File: config.mk
export PLATFORM = sky130hd
export DESIGN_NAME = tcc_timer16
export DESIGN_NICKNAME = d
export VERILOG_FILES = /design/src/verilog/tcc_pkg.sv /design/src/verilog/tcc_timer16.sv
export VERILOG_INCLUDE_DIRS = /design/src /design/src/verilog
export SDC_FILE = /design/constraint.sdc
export NUM_CORES = 1
export LEC_CHECK = 0
export CAP_MARGIN = 40
export CORE_ASPECT_RATIO = 1.75
export CORE_MARGIN = 5
export CORE_UTILIZATION = 64
export DETAILED_ROUTE_END_ITERATION = 7
export DONT_BUFFER_PORTS = 1
export MAX_ROUTING_LAYER = met4
export PLACE_DENSITY = 0.8
export SLEW_MARGIN = 20
export SYNTH_ARGS = -nofsm -noshare
export SYNTH_HDL_FRONTEND = slang
export SYNTH_SLANG_ARGS = --single-unit
File: constraint.sdc
create_clock -name pclk -period 3.2 [get_ports pclk]
set_clock_uncertainty 0.05 [all_clocks]
set_input_delay 0 -clock pclk [delete_from_list [all_inputs] [get_ports pclk]]
set_output_delay 0 -clock pclk [all_outputs]
set_load 0.01 [all_outputs]
File: src/verilog/tcc_timer16_consts.svh
// Constants of the 16-bit capture/compare timer: APB offsets, reset values, codes.
// Assumes inclusion by bare name from the package and the timer module.
`ifndef TCC_TIMER16_CONSTS_SVH
`define TCC_TIMER16_CONSTS_SVH
`define TCC_OFS_CTRL_ONE 8'h00
`define TCC_OFS_CTRL_TWO 8'h04
`define TCC_OFS_STATUS 8'h08
`define TCC_OFS_CNT_HIGH 8'h0C
`define TCC_OFS_CNT_LOW 8'h10
`define TCC_OFS_ALT_HIGH 8'h14
`define TCC_OFS_ALT_LOW 8'h18
`define TCC_OFS_CAP1_HIGH 8'h1C
`define TCC_OFS_CAP1_LOW 8'h20
`define TCC_OFS_CAP2_HIGH 8'h24
`define TCC_OFS_CAP2_LOW 8'h28
`define TCC_OFS_CMP1_HIGH 8'h2C
`define TCC_OFS_CMP1_LOW 8'h30
`define TCC_OFS_CMP2_HIGH 8'h34
`define TCC_OFS_CMP2_LOW 8'h38
`define TCC_CNT_RESTART 16'hFFFC
`define TCC_CNT_MAX 16'hFFFF
`define TCC_CMP_RESET 16'h8000
`define TCC_CAP_RESET 16'h0000
`define TCC_CTRL_RESET 8'h00
`define TCC_SEL_DIV4 2'h0
`define TCC_SEL_DIV8 2'h1
`define TCC_SEL_DIV2 2'h2
`define TCC_SEL_EXT 2'h3
`define TCC_PRE_DIV2 3'h1
`define TCC_PRE_DIV4 3'h3
`define TCC_PRE_DIV8 3'h7
`define TCC_PRE_RESET 3'h0
`endif

File: src/verilog/tcc_pkg.sv
// Types of the 16-bit capture/compare timer: control and status layouts.
// Assumes the constants header is on the include path.
`default_nettype none
`include "tcc_timer16_consts.svh"
package tcc_pkg;
	typedef struct packed {
		logic overflow_irq_enable;
		logic capture_irq_enable;
		logic compare_irq_enable;
		logic [1:0] compare_level;
		logic [1:0] capture_edge_select;
		logic spare;
	} tcc_ctrl_one_t;
	typedef struct packed {
		logic [2:0] spare;
		logic [1:0] compare_pin_enable;
		logic ext_clock_edge_select;
		logic [1:0] clock_select_bits;
	} tcc_ctrl_two_t;
	typedef struct packed {
		logic [2:0] spare;
		logic [1:0] compare_flag;
		logic [1:0] capture_flag;
		logic overflow_flag;
	} tcc_status_t;
endpackage
`default_nettype wire

File: src/verilog/tcc_timer16.sv
// 16-bit free-running timer with two capture and two compare channels, APB slave.
// Assumes pins synchronous-safe after the two-stage synchronisers, one clock pclk.
//
// How it works
// - High byte read freezes low byte until low read
// - Lone low read returns live count byte
// - Wrap FFFF to 0000 sets overflow flag
// - Overflow interrupt needs enable and clear mask
// - Overflow clears on status read then low access
// - Alternate low access never clears overflow
// - WAIT runs on, HALT freezes the count
// - Clock-select 11 picks external input, edge selectable
// - External edges synchronised, source spaces them four clocks
// - Capture pin edge copies count into register
// - Capture sets flag, interrupt when enabled, unmasked
// - Capture flag clears on status read, low access
// - Capture high read blocks transfers until low read
// - Capture pins always watched, only the edge chosen by capture_edge_select counts
// - Compare each timer step, match sets flag, interrupt
// - Compare registers software only, reset to 8000
// - Enabled match drives level; pin low from reset
// - Disabled pin gets no level; flag still works
// - Compare flag clears on status read, low access
// - Compare high write inhibits until low written
// - Divide-by-2 matches equal, others match plus one
// - Prescaler divides pclk by 2, 4 or 8
// - Counter low writes reload restart value
`timescale 1ns/100ps
`default_nettype none
`include "tcc_timer16_consts.svh"
module tcc_timer16 (
	input wire logic pclk,
	input wire logic presetn,
	input wire logic psel,
	input wire logic penable,
	input wire logic pwrite,
	input wire logic [7:0] paddr,
	input wire logic [31:0] pwdata,
	output logic [31:0] prdata,
	output logic pready,
	output logic pslverr,
	input wire logic cpu_irq_mask,
	input wire logic halt_mode,
	input wire logic wait_mode,
	input wire logic ext_count_input,
	input wire logic [1:0] capture_pin,
	output logic [1:0] compare_pin,
	output logic [1:0] compare_pin_oe,
	output logic timer_irq
);
	tcc_pkg::tcc_ctrl_one_t ctrl_one_q;
	tcc_pkg::tcc_ctrl_two_t ctrl_two_q;
	logic [15:0] cnt_q;
	logic [2:0] pre_q;
	logic [2:0] pre_max;
	logic tick;
	logic tick_seen_q;
	logic reload;
	logic ext_neg_q;
	logic [2:0] ext_sync_q;
	logic [31:0] rdata;
	logic rd_ok;
	logic rd_ev;
	logic wr_ev;
	logic acc_ev;
	logic [7:0] cnt_latch_q;
	logic cnt_lock_q;
	logic ovf_q;
	logic ovf_arm_q;
	logic ovf_set;
	logic [15:0] cap_q [2];
	logic cap_flag_q [2];
	logic cap_arm_q [2];
	logic cap_lock_q [2];
	logic cap_ev [2];
	logic [15:0] cmp_q [2];
	logic cmp_flag_q [2];
	logic cmp_arm_q [2];
	logic cmp_inh_q [2];
	logic cmp_ev [2];
	logic [2:0] cap_sync_q [2];
	logic [7:0] cap_hi_ofs [2];
	logic [7:0] cap_lo_ofs [2];
	logic [7:0] cmp_hi_ofs [2];
	logic [7:0] cmp_lo_ofs [2];
	logic pready_q;
	logic pslverr_q;
	logic [31:0] prdata_q;
	logic irq_q;
	logic [1:0] pin_q;
	logic [1:0] pin_oe_q;

	assign cap_hi_ofs[0] = `TCC_OFS_CAP1_HIGH;
	assign cap_hi_ofs[1] = `TCC_OFS_CAP2_HIGH;
	assign cap_lo_ofs[0] = `TCC_OFS_CAP1_LOW;
	assign cap_lo_ofs[1] = `TCC_OFS_CAP2_LOW;
	assign cmp_hi_ofs[0] = `TCC_OFS_CMP1_HIGH;
	assign cmp_hi_ofs[1] = `TCC_OFS_CMP2_HIGH;
	assign cmp_lo_ofs[0] = `TCC_OFS_CMP1_LOW;
	assign cmp_lo_ofs[1] = `TCC_OFS_CMP2_LOW;

	// Reads act in the wait cycle so data and latching see the same count
	assign rd_ev = psel & penable & ~pready_q & ~pwrite;
	assign wr_ev = psel & penable & pready_q & pwrite;
	assign acc_ev = rd_ev | wr_ev;

	// Prescaler and clock selection
	always_comb begin
		case (ctrl_two_q.clock_select_bits)
			`TCC_SEL_DIV2: pre_max = `TCC_PRE_DIV2;
			`TCC_SEL_DIV4: pre_max = `TCC_PRE_DIV4;
			`TCC_SEL_DIV8: pre_max = `TCC_PRE_DIV8;
			default: pre_max = `TCC_PRE_DIV2;
		endcase
	end

	// Pin caught on the falling edge; costs half a cycle of settling margin
	always_ff @(negedge pclk or negedge presetn) begin
		if (!presetn) begin
			ext_neg_q <= 1'b0;
		end else begin
			ext_neg_q <= ext_count_input;
		end
	end

	// Only stages 1 and 2 feed the edge detector
	always_ff @(posedge pclk or negedge presetn) begin
		if (!presetn) begin
			ext_sync_q <= 3'h0;
		end else begin
			ext_sync_q <= {ext_sync_q[1:0], ext_neg_q};
		end
	end

	always_comb begin
		if (halt_mode) begin
			tick = 1'b0;
		end else if (ctrl_two_q.clock_select_bits == `TCC_SEL_EXT) begin
			tick = ctrl_two_q.ext_clock_edge_select ? (ext_sync_q[1] & ~ext_sync_q[2])
				: (~ext_sync_q[1] & ext_sync_q[2]);
		end else begin
			tick = (pre_q == pre_max);
		end
	end

	always_ff @(posedge pclk or negedge presetn) begin
		if (!presetn) begin
			pre_q <= `TCC_PRE_RESET;
		end else if (reload || ctrl_two_q.clock_select_bits == `TCC_SEL_EXT) begin
			pre_q <= `TCC_PRE_RESET;
		end else if (!halt_mode) begin
			pre_q <= (pre_q == pre_max) ? `TCC_PRE_RESET : pre_q + 3'h1;
		end
	end

	// Free-running counter; wait_mode deliberately has no effect
	assign reload = wr_ev & ((paddr == `TCC_OFS_CNT_LOW) | (paddr == `TCC_OFS_ALT_LOW));
	assign ovf_set = tick & ~reload & (cnt_q == `TCC_CNT_MAX);

	always_ff @(posedge pclk or negedge presetn) begin
		if (!presetn) begin
			cnt_q <= `TCC_CNT_RESTART;
			tick_seen_q <= 1'b0;
		end else begin
			tick_seen_q <= tick & ~reload;
			if (reload) begin
				cnt_q <= `TCC_CNT_RESTART;
			end else if (tick) begin
				cnt_q <= cnt_q + 16'h0001;
			end
		end
	end

	// Two-byte counter read latch, shared by both register pairs
	always_ff @(posedge pclk or negedge presetn) begin
		if (!presetn) begin
			cnt_latch_q <= 8'h00;
			cnt_lock_q <= 1'b0;
		end else if (rd_ev && (paddr == `TCC_OFS_CNT_HIGH || paddr == `TCC_OFS_ALT_HIGH)) begin
			if (!cnt_lock_q) begin
				cnt_latch_q <= cnt_q[7:0];
			end
			cnt_lock_q <= 1'b1;
		end else if (rd_ev && (paddr == `TCC_OFS_CNT_LOW || paddr == `TCC_OFS_ALT_LOW)) begin
			cnt_lock_q <= 1'b0;
		end
	end

	// Overflow flag: set wins over the two-step clear
	always_ff @(posedge pclk or negedge presetn) begin
		if (!presetn) begin
			ovf_q <= 1'b0;
			ovf_arm_q <= 1'b0;
		end else begin
			if (ovf_set) begin
				ovf_q <= 1'b1;
			end else if (ovf_arm_q && acc_ev && paddr == `TCC_OFS_CNT_LOW) begin
				ovf_q <= 1'b0;
			end
			if (ovf_arm_q && acc_ev && paddr == `TCC_OFS_CNT_LOW) begin
				ovf_arm_q <= 1'b0;
			end else if (rd_ev && paddr == `TCC_OFS_STATUS && ovf_q) begin
				ovf_arm_q <= 1'b1;
			end
		end
	end

	genvar gi;
	generate
		for (gi = 0; gi < 2; gi++) begin : g_chan
			// Capture path: pin transitions always reach the detector
			always_ff @(posedge pclk or negedge presetn) begin
				if (!presetn) begin
					cap_sync_q[gi] <= 3'h0;
				end else begin
					cap_sync_q[gi] <= {cap_sync_q[gi][1:0], capture_pin[gi]};
				end
			end
			assign cap_ev[gi] = ctrl_one_q.capture_edge_select[gi] ?
				(cap_sync_q[gi][1] & ~cap_sync_q[gi][2]) : (~cap_sync_q[gi][1] & cap_sync_q[gi][2]);

			always_ff @(posedge pclk or negedge presetn) begin
				if (!presetn) begin
					cap_q[gi] <= `TCC_CAP_RESET;
					cap_lock_q[gi] <= 1'b0;
				end else begin
					if (cap_ev[gi] && !cap_lock_q[gi]) begin
						cap_q[gi] <= cnt_q;
					end
					if (rd_ev && paddr == cap_hi_ofs[gi]) begin
						cap_lock_q[gi] <= 1'b1;
					end else if (rd_ev && paddr == cap_lo_ofs[gi]) begin
						cap_lock_q[gi] <= 1'b0;
					end
				end
			end

			always_ff @(posedge pclk or negedge presetn) begin
				if (!presetn) begin
					cap_flag_q[gi] <= 1'b0;
					cap_arm_q[gi] <= 1'b0;
				end else begin
					if (cap_ev[gi]) begin
						cap_flag_q[gi] <= 1'b1;
					end else if (cap_arm_q[gi] && acc_ev && paddr == cap_lo_ofs[gi]) begin
						cap_flag_q[gi] <= 1'b0;
					end
					if (cap_arm_q[gi] && acc_ev && paddr == cap_lo_ofs[gi]) begin
						cap_arm_q[gi] <= 1'b0;
					end else if (rd_ev && paddr == `TCC_OFS_STATUS && cap_flag_q[gi]) begin
						cap_arm_q[gi] <= 1'b1;
					end
				end
			end

			// Compare path: one test per counter step, target shifted by prescale
			assign cmp_ev[gi] = tick_seen_q & ~cmp_inh_q[gi] & (cnt_q == ((ctrl_two_q.clock_select_bits ==
				`TCC_SEL_DIV2) ? cmp_q[gi] : cmp_q[gi] + 16'h0001));

			always_ff @(posedge pclk or negedge presetn) begin
				if (!presetn) begin
					cmp_q[gi] <= `TCC_CMP_RESET;
					cmp_inh_q[gi] <= 1'b0;
				end else if (wr_ev && paddr == cmp_hi_ofs[gi]) begin
					cmp_q[gi][15:8] <= pwdata[7:0];
					cmp_inh_q[gi] <= 1'b1;
				end else if (wr_ev && paddr == cmp_lo_ofs[gi]) begin
					cmp_q[gi][7:0] <= pwdata[7:0];
					cmp_inh_q[gi] <= 1'b0;
				end
			end

			always_ff @(posedge pclk or negedge presetn) begin
				if (!presetn) begin
					cmp_flag_q[gi] <= 1'b0;
					cmp_arm_q[gi] <= 1'b0;
				end else begin
					if (cmp_ev[gi]) begin
						cmp_flag_q[gi] <= 1'b1;
					end else if (cmp_arm_q[gi] && acc_ev && paddr == cmp_lo_ofs[gi]) begin
						cmp_flag_q[gi] <= 1'b0;
					end
					if (cmp_arm_q[gi] && acc_ev && paddr == cmp_lo_ofs[gi]) begin
						cmp_arm_q[gi] <= 1'b0;
					end else if (rd_ev && paddr == `TCC_OFS_STATUS && cmp_flag_q[gi]) begin
						cmp_arm_q[gi] <= 1'b1;
					end
				end
			end

			always_ff @(posedge pclk or negedge presetn) begin
				if (!presetn) begin
					pin_q[gi] <= 1'b0;
					pin_oe_q[gi] <= 1'b0;
				end else begin
					pin_oe_q[gi] <= ctrl_two_q.compare_pin_enable[gi];
					if (cmp_ev[gi] && ctrl_two_q.compare_pin_enable[gi]) begin
						pin_q[gi] <= ctrl_one_q.compare_level[gi];
					end
				end
			end

		end
	endgenerate

	// Control registers
	always_ff @(posedge pclk or negedge presetn) begin
		if (!presetn) begin
			ctrl_one_q <= `TCC_CTRL_RESET;
			ctrl_two_q <= `TCC_CTRL_RESET;
		end else if (wr_ev && paddr == `TCC_OFS_CTRL_ONE) begin
			ctrl_one_q <= pwdata[7:0];
		end else if (wr_ev && paddr == `TCC_OFS_CTRL_TWO) begin
			ctrl_two_q <= pwdata[7:0];
		end
	end

	// Read mux; unmapped offsets answer with an error
	always_comb begin
		rdata = 32'h00000000;
		rd_ok = 1'b1;
		case (paddr)
			`TCC_OFS_CTRL_ONE: rdata[7:0] = ctrl_one_q;
			`TCC_OFS_CTRL_TWO: rdata[7:0] = ctrl_two_q;
			`TCC_OFS_STATUS: rdata[4:0] = {cmp_flag_q[1], cmp_flag_q[0], cap_flag_q[1], cap_flag_q[0], ovf_q};
			`TCC_OFS_CNT_HIGH, `TCC_OFS_ALT_HIGH: rdata[7:0] = cnt_q[15:8];
			`TCC_OFS_CNT_LOW, `TCC_OFS_ALT_LOW: rdata[7:0] = cnt_lock_q ? cnt_latch_q : cnt_q[7:0];
			`TCC_OFS_CAP1_HIGH: rdata[7:0] = cap_q[0][15:8];
			`TCC_OFS_CAP1_LOW: rdata[7:0] = cap_q[0][7:0];
			`TCC_OFS_CAP2_HIGH: rdata[7:0] = cap_q[1][15:8];
			`TCC_OFS_CAP2_LOW: rdata[7:0] = cap_q[1][7:0];
			`TCC_OFS_CMP1_HIGH: rdata[7:0] = cmp_q[0][15:8];
			`TCC_OFS_CMP1_LOW: rdata[7:0] = cmp_q[0][7:0];
			`TCC_OFS_CMP2_HIGH: rdata[7:0] = cmp_q[1][15:8];
			`TCC_OFS_CMP2_LOW: rdata[7:0] = cmp_q[1][7:0];
			default: rd_ok = 1'b0;
		endcase
	end

	// One wait state so read data leaves a flop
	always_ff @(posedge pclk or negedge presetn) begin
		if (!presetn) begin
			pready_q <= 1'b0;
			pslverr_q <= 1'b0;
			prdata_q <= 32'h00000000;
		end else if (psel && penable && !pready_q) begin
			pready_q <= 1'b1;
			pslverr_q <= ~rd_ok;
			prdata_q <= pwrite ? 32'h00000000 : rdata;
		end else begin
			pready_q <= 1'b0;
			pslverr_q <= 1'b0;
		end
	end

	// Pending requests stay in the flags; the mask only gates the line
	always_ff @(posedge pclk or negedge presetn) begin
		if (!presetn) begin
			irq_q <= 1'b0;
		end else begin
			irq_q <= ~cpu_irq_mask & ((ovf_q & ctrl_one_q.overflow_irq_enable)
				| ((cap_flag_q[0] | cap_flag_q[1]) & ctrl_one_q.capture_irq_enable)
				| ((cmp_flag_q[0] | cmp_flag_q[1]) & ctrl_one_q.compare_irq_enable));
		end
	end

	assign prdata = prdata_q;
	assign pready = pready_q;
	assign pslverr = pslverr_q;
	assign timer_irq = irq_q;
	assign compare_pin = pin_q;
	assign compare_pin_oe = pin_oe_q;
endmodule
`default_nettype wire

==> results.rst <==
.. list-table::
   :header-rows: 1

   * - Metric
     - Value
   * - Run status
     - finished, violations left
   * - Violations in the final reports
     - hold timing
   * - Synth Area per Inst
     - 10.3 µm²
   * - Pin count of the biggest net entering global routing
     - 149
   * - Max H-tree Level
     - 4
   * - Overflow after GRT
     - 0
   * - Fin. max-slew vios
     - 0
   * - Post-Syn Instances
     - 794
   * - Post-route DRC
     - 0
   * - Reg2Reg Launch Point
     - cmp_q[0]$_DFFE_PN0P_
   * - Full die area
     - 0.0152 mm²
   * - Hold buffer count at CTS
     - 26
   * - Total leakage power
     - 3.95 nW
   * - Dpl cell area
     - 0.00832 mm²
   * - Final-layout worst hold slack
     - -0.774 ns
   * - Sequential area share after synthesis
     - 0.457
   * - Most common library cell in the layout ignoring fill and taps
     - dfrtp_1
   * - Count of boundary I/O pins
     - 90
   * - Largest buffer count on any clock path
     - 2
   * - Worst-path clk slew
     - 0.07 ns
   * - First-pass DRT Iterations
     - 6
   * - Rel. slew slack
     - 0.539
   * - Worst endpoint required time
     - 3.46 ns
   * - Path type of the worst min-delay path
     - in2async
   * - Worst-path cell chain
     - ha_1, nand2_1, o41a_1, or4b_1, o211ai_1, nand3_1, nor4_1, mux2_1
   * - Top library cells by usage in the layout, fill and taps aside
     - dfrtp_1 (131), nand2_1 (89), mux2_2 (88), nand3_1 (39), nor2_1 (37)
   * - Clock tree from TritonCTS
     - yes
   * - Master of the slowest instance on the critical path
     - or4b_1
   * - Vias after detailed routing
     - 6,842
   * - Effective utilization at floorplan
     - 0.651
   * - Input/output buffers
     - 0
   * - Storage element area
     - 0.00372 mm²
   * - Root buffer cell
     - clkbuf_16
   * - Period minus WS final
     - 2.96 ns
   * - Fmax
     - 338 MHz
   * - Total of warnings raised by yosys
     - 0
   * - Top_reg_cell synth
     - dfrtp_1
   * - Routed len/inst
     - 26.0 µm
   * - Initial detailed-routing violation count
     - 592
   * - Setup TNS
     - 0 ns
   * - Leading cell types by total area after synthesis
     - dfrtp_1 (40%), mux2_2 (12%), dfstp_2 (5.2%)
   * - Floorplan core area
     - 0.0125 mm²
   * - R2r endpoint
     - compare_pin[1]$_DFFE_PN0P_
   * - Number of antenna-violating nets in the routed design
     - 0
   * - Final antenna diode count
     - 0
   * - Register-to-Register Path Depth
     - 8
   * - Final instance area
     - 0.00915 mm²
   * - Worst voltage drop across the vdd grid
     - 0.355 mV
   * - Share of post-route cells with drive strength above 1
     - 0.216
   * - Post-layout net count
     - 879
   * - Number of buffers added by the clock tree synthesis step
     - 17
   * - R2R Setup Slk
     - 0.24 ns
   * - Total design power
     - 4.85 mW
   * - Unrepaired setup endpoints after global routing
     - no
   * - Worst Setup Start Kind
     - flip-flop
   * - Worst Tran Pin Value
     - 0.689 ns
   * - Number of antenna violations at the first check in global routing
     - 0
   * - Count of clock tree sinks
     - 148
   * - Overall fraction of global-route tracks in use
     - 0.373
   * - Wire length of the first global-routing pass
     - 40,700 µm
   * - Power density over the cells
     - 529 mW/mm²
   * - Max cap viols
     - 0
   * - Area overhead of the layout relative to synthesis
     - 12.5%
   * - Final wirelength
     - 26,100 µm
   * - Clock network latency to the later pin of the worst-skew pair
     - 0.42 ns
   * - Final period util
     - 0.924
   * - Filler cells
     - 921
   * - CP max stage delay
     - 0.51 ns
   * - Async set-reset flop share out of synthesis
     - 1.00
   * - Biggest area consumer among synthesized cells
     - dfrtp_1
   * - Kind of critical path
     - reg2reg
   * - Total of endpoints with negative setup slack in the final report
     - 0
   * - Flip-flop and latch count after synthesis
     - 148
   * - Site row count
     - 54
   * - Number of global-route vias before repair
     - 7,014
   * - Y dimension of the die
     - 159 µm
   * - CP Data Arrival Time
     - 3.21 ns
   * - Estimated wirelength of the detail-placed design
     - 18,600 µm
   * - Final hold vios
     - 147
   * - Fraction of synthesized cell area taken by the top area cell type
     - 0.403
   * - Vias per cell
     - 6.81
   * - Worst Path Max Fanout
     - 7
   * - Yosys cell types
     - 66
   * - Crit path capture type
     - flip-flop
   * - Die width
     - 95.2 µm
   * - Global placement routability congestion
     - 1.00
   * - Syn Std Cell Area
     - 0.00814 mm²
   * - Number of enable-type register cells in the synthesized netlist
     - 0
   * - Area of the multi-input gates
     - 0.00411 mm²
-- where the power goes --
| group | switching, mW | internal, mW |
|---|---|---|
| clock | 0.910 | 1.03 |
| sequential | 0.247 | 2.04 |
| combinational | 0.309 | 0.300 |
-- sequential cells by signal, summed over array words and instances, names as in the netlist, 3 cells and up --
name and flops:
cmp_q 32, ctrl_two_q 8, ctrl_one_q 8, cnt_q 16, cap_sync_q 6, ext_sync_q 3
prdata 8, cnt_latch_q 8, pre_q 3, cap_q 32
-- worst max-delay path: cells and delay by family (launching register included) --
| kind | cells | cell delay, ns |
|---|---|---|
| AND/OR/NAND/NOR | 4 | 1.09 |
| AO/OA/AOI/OAI | 2 | 0.57 |
| flip-flops | 1 | 0.45 |
| multiplexers | 1 | 0.36 |
| adder cells (fa/ha/maj) | 1 | 0.32 |
-- area by class of cell --
cell class                      instances  area share
Timing Repair Buffer                   59      0.0555
Inverter                                9     0.00369
Clock buffer                           17      0.0465
Sequential cell                       148       0.407
Multi-Input combinational cell        589       0.449
Tap cell                              168      0.0230
Clock inverter                         15      0.0156
-- cell usage after synthesis, drive strengths merged, types with 7 or more instances --
cell type,number
nor3b,7
inv,9
a21oi,14
nor2,38
nand2,89
buf,34
o21ai,32
mux2i,14
nor3,16
and3,9
nand3,40
dfstp,16
a22oi,15
nand4,14
nor4,11
a2111oi,7
mux2,90
xnor2,36
a31oi,10
xor2,21
and2,7
clkbuf,37
dfrtp,131
-- metal layers --
metal,routed length (µm),global-route usage,vias to the layer above
met3,2140,0.0728,145
li1,-,-,2908
met2,12500,0.574,400
met4,2380,0.256,0
met5,0,-,-
met1,9050,0.430,3389
-- how the worst max path moves through the flow --
stage	from	to
finish	cmp_q[0]$_DFFE_PN0P_	compare_pin[1]$_DFFE_PN0P_
global route	ctrl_two_q[1]$_DFFE_PN0P_	compare_pin[1]$_DFFE_PN0P_
CTS	ctrl_two_q[1]$_DFFE_PN0P_	compare_pin[1]$_DFFE_PN0P_
detailed placement	ctrl_two_q[1]$_DFFE_PN0P_	compare_pin[1]$_DFFE_PN0P_
global placement	ctrl_two_q[1]$_DFFE_PN0P_	compare_pin[1]$_DFFE_PN0P_
floorplan	ctrl_two_q[1]$_DFFE_PN0P_	compare_pin[0]$_DFFE_PN0P_
-- cells by family after synthesis --
family,synth area share
AND/OR/NAND/NOR,0.165
adder cells (fa/ha/maj),0.00615
XOR/XNOR,0.0613
other,0.000461
multiplexers,0.142
flip-flops,0.457
buffers and inverters,0.0498
AO/OA/AOI/OAI,0.118
-- what timing repair did --
action / 4_1_cts / 5_1_grt
endpoints found under the setup margin: 0 / 1
gates resized for setup: 0 / 1
hold endpoints to repair: 224 / 147
setup buffers: 0 / 0
-- per-stage QoR --
stage	setup WS [ns]	hold slack (ns)	util	instances
floorplan	0.575	-0.346	-	817
global placement	0.258	-0.342	0.666	947
detailed placement	0.191	-0.342	0.666	947
CTS	0.183	-0.782	0.732	1005
global route	0.113	-0.793	0.732	1005
finish	0.242	-0.774	0.732	1005
Note: power is estimated with default switching activity, not from simulation.
